$ cat src/eeprom_guard_pkg.sv
// Purpose: Shared constants and types for the serial memory write guard.
// Assumes: A 25 MHz system clock samples every link pin.
// Notes: Word-organised array with sixteen-bit words.
package eeprom_guard_pkg;

    localparam int ADDR_W = 6;
    localparam int DATA_W = 16;
    localparam int CNT_W = 8;

    localparam int CLK_PERIOD_NS = 40;
    localparam int GLITCH_NS = 20;
    localparam int GLITCH_CYC_RAW =
        (GLITCH_NS + CLK_PERIOD_NS - 1) / CLK_PERIOD_NS;
    localparam int GLITCH_CYC = (GLITCH_CYC_RAW < 1) ? 1 : GLITCH_CYC_RAW;
    localparam int PROG_TIME_US = 8000;
    localparam int PROG_CYC = PROG_TIME_US * 1000 / CLK_PERIOD_NS;

    // Two opcode bits follow the start bit.
    localparam logic [1:0] OPC_EXT = 2'h0;
    localparam logic [1:0] OPC_WRITE = 2'h1;
    localparam logic [1:0] OPC_READ = 2'h2;
    localparam logic [1:0] OPC_ERASE = 2'h3;
    // Top two address bits select the extended instruction.
    localparam logic [1:0] EXT_LOCK = 2'h0;
    localparam logic [1:0] EXT_ARRAY_PROGRAM = 2'h1;
    localparam logic [1:0] EXT_ARRAY_CLEAR = 2'h2;
    localparam logic [1:0] EXT_UNLOCK = 2'h3;

    // Clock counts include the start bit.
    localparam int SHORT_COUNT = 1 + 2 + ADDR_W;
    localparam int LONG_COUNT = SHORT_COUNT + DATA_W;
    localparam int SHIFT_W = 2 + ADDR_W + DATA_W;

    typedef enum logic [2:0] {
        OP_NONE,
        OP_WRITE,
        OP_ERASE,
        OP_ARRAY_PROGRAM,
        OP_ARRAY_CLEAR
    } prog_op_t;

    typedef struct packed {
        prog_op_t op;
        logic [ADDR_W-1:0] addr;
        logic [DATA_W-1:0] data;
    } prog_cmd_t;

endpackage

$ cat src/pin_filter.sv
// Purpose: Three-stage synchroniser with a pulse-width filter for one pin.
// Assumes: The pin is asynchronous to sys_clk.
// Notes: A level is taken once two later stages agree for STABLE_CYC cycles.
`timescale 1ns/1ps
module pin_filter #(
    parameter int STABLE_CYC = 1,
    parameter logic INIT = 1'b0
) (
    input wire logic sys_clk,
    input wire logic reset_n,
    input wire logic pin,
    output logic level
);
    localparam int CW = $clog2(STABLE_CYC + 1) + 1;
    logic s1_q;
    logic s2_q;
    logic s3_q;
    logic [CW-1:0] hold_q;

    always_ff @(posedge sys_clk or negedge reset_n) begin
        if (!reset_n) begin
            s1_q <= INIT;
            s2_q <= INIT;
            s3_q <= INIT;
        end else begin
            s1_q <= pin;
            s2_q <= s1_q;
            s3_q <= s2_q;
        end
    end

    // A short pulse resets the count and never reaches the output.
    always_ff @(posedge sys_clk or negedge reset_n) begin
        if (!reset_n) begin
            hold_q <= '0;
            level <= INIT;
        end else if (s2_q != s3_q || s3_q == level) begin
            hold_q <= '0;
        end else if (hold_q >= CW'(STABLE_CYC - 1)) begin
            hold_q <= '0;
            level <= s3_q;
        end else begin
            hold_q <= hold_q + CW'(1);
        end
    end
endmodule // pin_filter

$ cat src/eeprom_write_guard.sv
// Purpose: Instruction capture and write protection of a serial memory.
// Assumes: reset_n is the power-on condition; supply_low is the detector.
// Notes: Starts programming by a pulse; the array itself lives outside.
// How it works
// - Write-class instructions are dropped while the supply is low.
// - Low supply or power-up clears the program-enable state.
// - A word being programmed when the supply fails is flagged bad.
// - A write-class instruction with a wrong clock count is dropped.
// - A short instruction with surplus clocks never changes memory.
// - Nothing is started or latched while select is low.
// - Pulses of 20 ns or less on select, clock and data are ignored.
// - Write-class instructions run only in program-enable mode.
// - Programming starts at select fall; clock and data are then idle.
// - In verify, data out is low while busy and high when done.
// - Unlock and lock take effect at the select fall after the address.
`timescale 1ns/1ps
module eeprom_write_guard #(
    parameter int PROG_CYCLES = eeprom_guard_pkg::PROG_CYC
) (
    input wire logic sys_clk,
    input wire logic reset_n,
    input wire logic chip_select,
    input wire logic serial_clock,
    input wire logic serial_in,
    input wire logic supply_low,
    output logic serial_out,
    output logic serial_out_oe,
    output logic program_enabled,
    output logic prog_busy,
    output logic prog_start,
    output eeprom_guard_pkg::prog_cmd_t prog_cmd,
    output logic word_undefined
);
    localparam int A = eeprom_guard_pkg::ADDR_W;
    localparam int D = eeprom_guard_pkg::DATA_W;
    localparam int CW = eeprom_guard_pkg::CNT_W;
    localparam int SW = eeprom_guard_pkg::SHIFT_W;
    localparam int TW = $clog2(PROG_CYCLES + 1);

    typedef enum logic [1:0] {
        ST_IDLE,
        ST_SHIFT,
        ST_PROG
    } state_t;

    logic cs_f;
    logic sk_f;
    logic di_f;
    logic low_f;
    logic cs_q;
    logic sk_q;
    state_t state_q;
    logic [CW-1:0] count_q;
    logic [SW-1:0] shift_q;
    logic [TW-1:0] timer_q;
    logic verify_q;
    logic sk_rise;
    logic cs_fall;
    logic cs_rise;
    logic start_bit;
    logic [1:0] opc;
    logic [1:0] ext;
    eeprom_guard_pkg::prog_cmd_t cmd;
    logic cmd_write_class;
    logic count_ok;

    // Every pin, the detector flag included, goes through the filter.
    pin_filter #(.STABLE_CYC(eeprom_guard_pkg::GLITCH_CYC), .INIT(1'b0))
        u_cs (.sys_clk(sys_clk), .reset_n(reset_n), .pin(chip_select),
              .level(cs_f));
    pin_filter #(.STABLE_CYC(eeprom_guard_pkg::GLITCH_CYC), .INIT(1'b0))
        u_sk (.sys_clk(sys_clk), .reset_n(reset_n), .pin(serial_clock),
              .level(sk_f));
    pin_filter #(.STABLE_CYC(eeprom_guard_pkg::GLITCH_CYC), .INIT(1'b0))
        u_di (.sys_clk(sys_clk), .reset_n(reset_n), .pin(serial_in),
              .level(di_f));
    pin_filter #(.STABLE_CYC(1), .INIT(1'b1))
        u_low (.sys_clk(sys_clk), .reset_n(reset_n), .pin(supply_low),
               .level(low_f));

    always_ff @(posedge sys_clk or negedge reset_n) begin
        if (!reset_n) begin
            cs_q <= 1'b0;
            sk_q <= 1'b0;
        end else begin
            cs_q <= cs_f;
            sk_q <= sk_f;
        end
    end

    assign sk_rise = sk_f && !sk_q && cs_f;
    assign cs_fall = !cs_f && cs_q;
    assign cs_rise = cs_f && !cs_q;
    assign start_bit = (state_q == ST_IDLE) && sk_rise && di_f;

    // Decode both instruction lengths from the shifted bits.
    always_comb begin
        cmd = '0;
        cmd_write_class = 1'b0;
        if (count_q == CW'(eeprom_guard_pkg::LONG_COUNT)) begin
            opc = shift_q[SW-1 -: 2];
            ext = shift_q[D+A-1 -: 2];
            cmd.addr = shift_q[D +: A];
            cmd.data = shift_q[D-1:0];
            if (opc == eeprom_guard_pkg::OPC_WRITE) begin
                cmd.op = eeprom_guard_pkg::OP_WRITE;
            end else if (opc == eeprom_guard_pkg::OPC_EXT &&
                         ext == eeprom_guard_pkg::EXT_ARRAY_PROGRAM) begin
                cmd.op = eeprom_guard_pkg::OP_ARRAY_PROGRAM;
            end
        end else begin
            opc = shift_q[A+1 -: 2];
            ext = shift_q[A-1 -: 2];
            cmd.addr = shift_q[A-1:0];
            cmd.data = '1;
            if (opc == eeprom_guard_pkg::OPC_ERASE) begin
                cmd.op = eeprom_guard_pkg::OP_ERASE;
            end else if (opc == eeprom_guard_pkg::OPC_EXT &&
                         ext == eeprom_guard_pkg::EXT_ARRAY_CLEAR) begin
                cmd.op = eeprom_guard_pkg::OP_ARRAY_CLEAR;
            end
        end
        cmd_write_class = (cmd.op != eeprom_guard_pkg::OP_NONE);
    end

    // Only exact short or long counts decode; any other count is no op.
    assign count_ok = (count_q == CW'(eeprom_guard_pkg::SHORT_COUNT)) ||
                      (count_q == CW'(eeprom_guard_pkg::LONG_COUNT));

    always_ff @(posedge sys_clk or negedge reset_n) begin
        if (!reset_n) begin
            state_q <= ST_IDLE;
        end else begin
            case (state_q)
                ST_IDLE: begin
                    if (start_bit) begin
                        state_q <= ST_SHIFT;
                    end
                end
                ST_SHIFT: begin
                    if (cs_fall) begin
                        if (count_ok && cmd_write_class && program_enabled
                                && !low_f) begin
                            state_q <= ST_PROG;
                        end else begin
                            state_q <= ST_IDLE;
                        end
                    end
                end
                ST_PROG: begin
                    if (low_f || timer_q == '0) begin
                        state_q <= ST_IDLE;
                    end
                end
                default: state_q <= ST_IDLE;
            endcase
        end
    end

    // Count and shift only while an instruction is open, never in ST_PROG.
    always_ff @(posedge sys_clk or negedge reset_n) begin
        if (!reset_n) begin
            count_q <= '0;
            shift_q <= '0;
        end else if (start_bit) begin
            count_q <= CW'(1);
            shift_q <= '0;
        end else if (state_q == ST_SHIFT && sk_rise) begin
            if (count_q != '1) begin
                count_q <= count_q + CW'(1);
            end
            shift_q <= {shift_q[SW-2:0], di_f};
        end
    end

    always_ff @(posedge sys_clk or negedge reset_n) begin
        if (!reset_n) begin
            program_enabled <= 1'b0;
        end else if (low_f) begin
            program_enabled <= 1'b0;
        end else if (state_q == ST_SHIFT && cs_fall &&
                     count_q == CW'(eeprom_guard_pkg::SHORT_COUNT) &&
                     opc == eeprom_guard_pkg::OPC_EXT) begin
            if (ext == eeprom_guard_pkg::EXT_UNLOCK) begin
                program_enabled <= 1'b1;
            end else if (ext == eeprom_guard_pkg::EXT_LOCK) begin
                program_enabled <= 1'b0;
            end
        end
    end

    always_ff @(posedge sys_clk or negedge reset_n) begin
        if (!reset_n) begin
            timer_q <= '0;
            prog_start <= 1'b0;
            prog_cmd <= '0;
        end else begin
            prog_start <= 1'b0;
            if (state_q == ST_SHIFT && cs_fall && count_ok &&
                    cmd_write_class && program_enabled && !low_f) begin
                timer_q <= TW'(PROG_CYCLES - 1);
                prog_start <= 1'b1;
                prog_cmd <= cmd;
            end else if (state_q == ST_PROG && timer_q != '0) begin
                timer_q <= timer_q - TW'(1);
            end
        end
    end

    // The word under way at a supply failure is reported, not assumed.
    always_ff @(posedge sys_clk or negedge reset_n) begin
        if (!reset_n) begin
            word_undefined <= 1'b0;
        end else begin
            word_undefined <= (state_q == ST_PROG) && low_f;
        end
    end

    assign prog_busy = (state_q == ST_PROG);

    // Verify lasts from a select rise while busy until select falls or a start bit.
    always_ff @(posedge sys_clk or negedge reset_n) begin
        if (!reset_n) begin
            verify_q <= 1'b0;
        end else if (!cs_f || start_bit) begin
            verify_q <= 1'b0;
        end else if (cs_rise && state_q == ST_PROG) begin
            verify_q <= 1'b1;
        end
    end

    always_ff @(posedge sys_clk or negedge reset_n) begin
        if (!reset_n) begin
            serial_out <= 1'b0;
            serial_out_oe <= 1'b0;
        end else begin
            serial_out <= (state_q != ST_PROG);
            serial_out_oe <= verify_q && cs_f && !start_bit;
        end
    end
endmodule // eeprom_write_guard

$ cat config.mk
export PLATFORM = sky130hd
export DESIGN_NAME = eeprom_write_guard
export DESIGN_NICKNAME = d
export VERILOG_FILES = /design/src/eeprom_guard_pkg.sv /design/src/pin_filter.sv /design/src/eeprom_write_guard.sv
export SDC_FILE = /design/constraint.sdc
export NUM_CORES = 1
export LEC_CHECK = 0
export ABC_AREA = 1
export CORE_AREA = 2 2 100 102
export DETAILED_ROUTE_END_ITERATION = 6
export DIE_AREA = 0 0 102 104
export DONT_BUFFER_PORTS = 1
export GPL_ROUTABILITY_DRIVEN = 0
export PLACE_DENSITY_LB_ADDON = 0.2
export REMOVE_ABC_BUFFERS = 1
export SYNTH_ARGS = -nofsm -noshare
export SYNTH_HDL_FRONTEND = slang
export SYNTH_SLANG_ARGS = --single-unit
$ cat constraint.sdc
create_clock -name sys_clk -period 2.6 [get_ports sys_clk]
set_input_delay 0.26 -clock sys_clk [delete_from_list [all_inputs] [get_ports sys_clk]]
set_output_delay 0.26 -clock sys_clk [all_outputs]
set_load 0.05 [all_outputs]
==> flow_summary.ini <==
[outcome]
status = completed

[logic_synthesis]
yosysWarnings = 0
yosysMostFrequentCell = nand2_1
netlist_area_um2 = 4590
synthFlopType = dfrtp_1
synthCells = 533
yosys-top-cells-count = nand2_1 (139), dfrtp_1 (97), inv_1 (65), nor2_1 (57), nand3_1 (35)
synth_area_leaders = dfrtp_1 (53%), nand2_1 (11%), inv_1 (5.3%)
synth_edf_count = 0
yosys.area.top_type_share = 0.529
yosys.area.top_type = dfrtp_1
ys_ff_latch = 101
syn_avg_cell_area_um2 = 8.60
synth_seq_area_share = 0.552
synth_cell_types = 29
synth_async_sr_flop_share = 1.00

[timing]
post-route-min-period_ns = 2.31
grt_setup_unrepaired = false
finalSetupViolations = 0
hold_viol = 0
fin_setup_tns_ns = 0
drv_slew = 0
slew_headroom = 0.638
fin_skew_ns = 0.0113
worst_slack_ns = 0.286
period_share = 0.890
tightest_slew_ns = 0.542
fmax_mhz = 432
hold_ws_ns = 0.359

[placed_design]
hpwl_mm = 5.75
portBuffers = 0
place_ws_ns = 0.311

[worst_hold_path]
hold_class = reg -> reg
holdCritStartpoint = u_cs.s1_q$_DFF_PN0_

[cells_and_area]
drive_above_1_share = 0.0807
regArea_um2 = 2530
multiInputGateArea_um2 = 1690
postLayoutCoreUtil = 0.523
layout.nets = 550
syn2layout_area_growth_pct = 8.98
diodes = 0
n_fill_cell = 888

[power_and_ir_drop]
power.density_nw_per_um2 = 581
irDropWorstVdd_mv = 0.361
total_power_w = 0.00290
leakagePower_nw = 2.52

[flow_run]
drv_cap = 0

[die]
die_w_um = 102
die_y_um = 104
rows = 36
num_io_pins = 37
die_area_um2 = 10600
core-area_um2 = 9550
initial_core_util = 0.480

[critical_path]
worst-path-buf-inv = 1
crit_start = count_q[1]$_DFFE_PN0P_
cp-end-kind = register
critPathArrivalTime_ns = 2.58
path_cells = inv_1, ha_1, nand2_1, nor2_2, nand3_2, o21ai_0, ha_1, nor3_1, nand2_1, o21ai_0, nor2_1
cp_slowest_cell = dfrtp_1
crit_fanout = 9
crit_type = reg -> reg
cp-start-kind = register
r2r-start = count_q[1]$_DFFE_PN0P_
cpLargestDelayFamily = simple AND/OR/NAND/NOR gates
worstPathRequired_ns = 2.87
slowest_delay_ns = 0.42

[clocking]
cts_buffers = 9
cts-root-buf = clkbuf_8
cts_setup_buffers = 0
cts_tree = yes
cts_max_level = 3
cts_max_path_buffers = 2
clock_latency_ns = 0.37
cts.sinks = 101
clk_pin_slew_ns = 0.10

[detailed_routing]
ant_nets = 0
drcViolationCount = 0
avgRoutedWirePerCell_um = 13.2
wl_mm = 8.95
first_pass_iters = 4
num_vias = 3419
dr.first_iter.drc_count = 166
vias_per_cell = 5.04

[global_routing]
first_global_vias = 3299
antenna_found_initial = 0
track_usage = 0.181
grt_pass1_wl_mm = 15.3
grt_max_degree = 102
overflow = 0
-- state kept, by name, indices dropped and copies added (netlist names), 2 cells and up --
name,count
prog_cmd,25
shift_q,24
state_q,2
timer_q,18
count_q,8
-- power breakdown --
part / switching [W] / internal [W]
sequential: 0.0000489 / 0.00163
clock: 0.000559 / 0.000478
combinational: 0.000128 / 0.0000639
total: 0.000735 / 0.00217
-- stage by stage --
| stage | std cells | instance area, um^2 |
|---|---|---|
| 2_1_floorplan | 513 | 4470 |
| 3_3_place_gp | 656 | 4710 |
| 3_5_place_dp | 656 | 4710 |
| 4_1_cts | 678 | 5000 |
| 5_1_grt | 678 | 5000 |
| 6_report | 678 | 5000 |
-- per-layer routing --
metal	vias up	track usage	routed length, um
met3	10	0.0470	393
met5	-	0	0
met1	1613	0.241	4360
li1	1738	-	-
met4	0	0.0543	99
met2	58	0.289	4100
-- placed cells by master (no fill, tap or decap), drive strengths merged, types with 5 or more instances in the layout --
master,synthesis,layout
dlygate4sd3,0,5
inv,66,68
nor2,60,60
o22ai,22,22
o21ai,23,23
nand3,39,39
dfrtp,97,97
nand2,140,140
nand4,29,29
a21oi,6,6
buf,14,11
nand3b,6,6
clkbuf,6,10
-- area by class of cell --
| class | count | area share |
|---|---|---|
| inverters | 67 | 0.0503 |
| repair buffers | 16 | 0.0305 |
| multi-input cells | 345 | 0.338 |
| flip-flops and latches | 101 | 0.507 |
| clock buffers | 10 | 0.0275 |
| clock inverters | 6 | 0.0138 |
| well taps | 133 | 0.0333 |
-- timing repair --
item | in CTS | in global routing
resized for setup | 0 | 0
hold buffers | 6 | 0
endpoints found under the hold margin | 105 | 0
-- kinds of logic after synthesis --
group	count (synthesis)	synth area share
xor+xnor	4	0.00764
flops	101	0.552
simple gates	281	0.275
compound gates	52	0.0658
fa+ha+maj	8	0.0196
buf+inv	87	0.0797
-- path summary, 6_finish.rpt --
path	endpoint	cells after the start	slack [ns]
setup reg to reg	program_enabled$_DFFE_PN0P_	11	0.29
hold / removal	u_cs.s2_q$_DFF_PN0_	0	0.36
max in group asynchronous	u_low.level$_DFFE_PN1N_	2	1.68
setup / recovery	program_enabled$_DFFE_PN0P_	11	0.29
min in group asynchronous	timer_q[11]$_DFFE_PN0P_	2	0.49
hold reg to reg	u_cs.s2_q$_DFF_PN0_	0	0.36
-- worst reg2reg max path, stage by stage, from the launching register on --
cell,delay [ns]
dfrtp_1,0.42
inv_1,0.09
ha_1,0.14
nand2_1,0.06
nor2_2,0.17
nand3_2,0.21
o21ai_0,0.31
ha_1,0.29
nor3_1,0.23
nand2_1,0.07
o21ai_0,0.16
nor2_1,0.06
No activity file was read; power rests on OpenSTA's default activity.
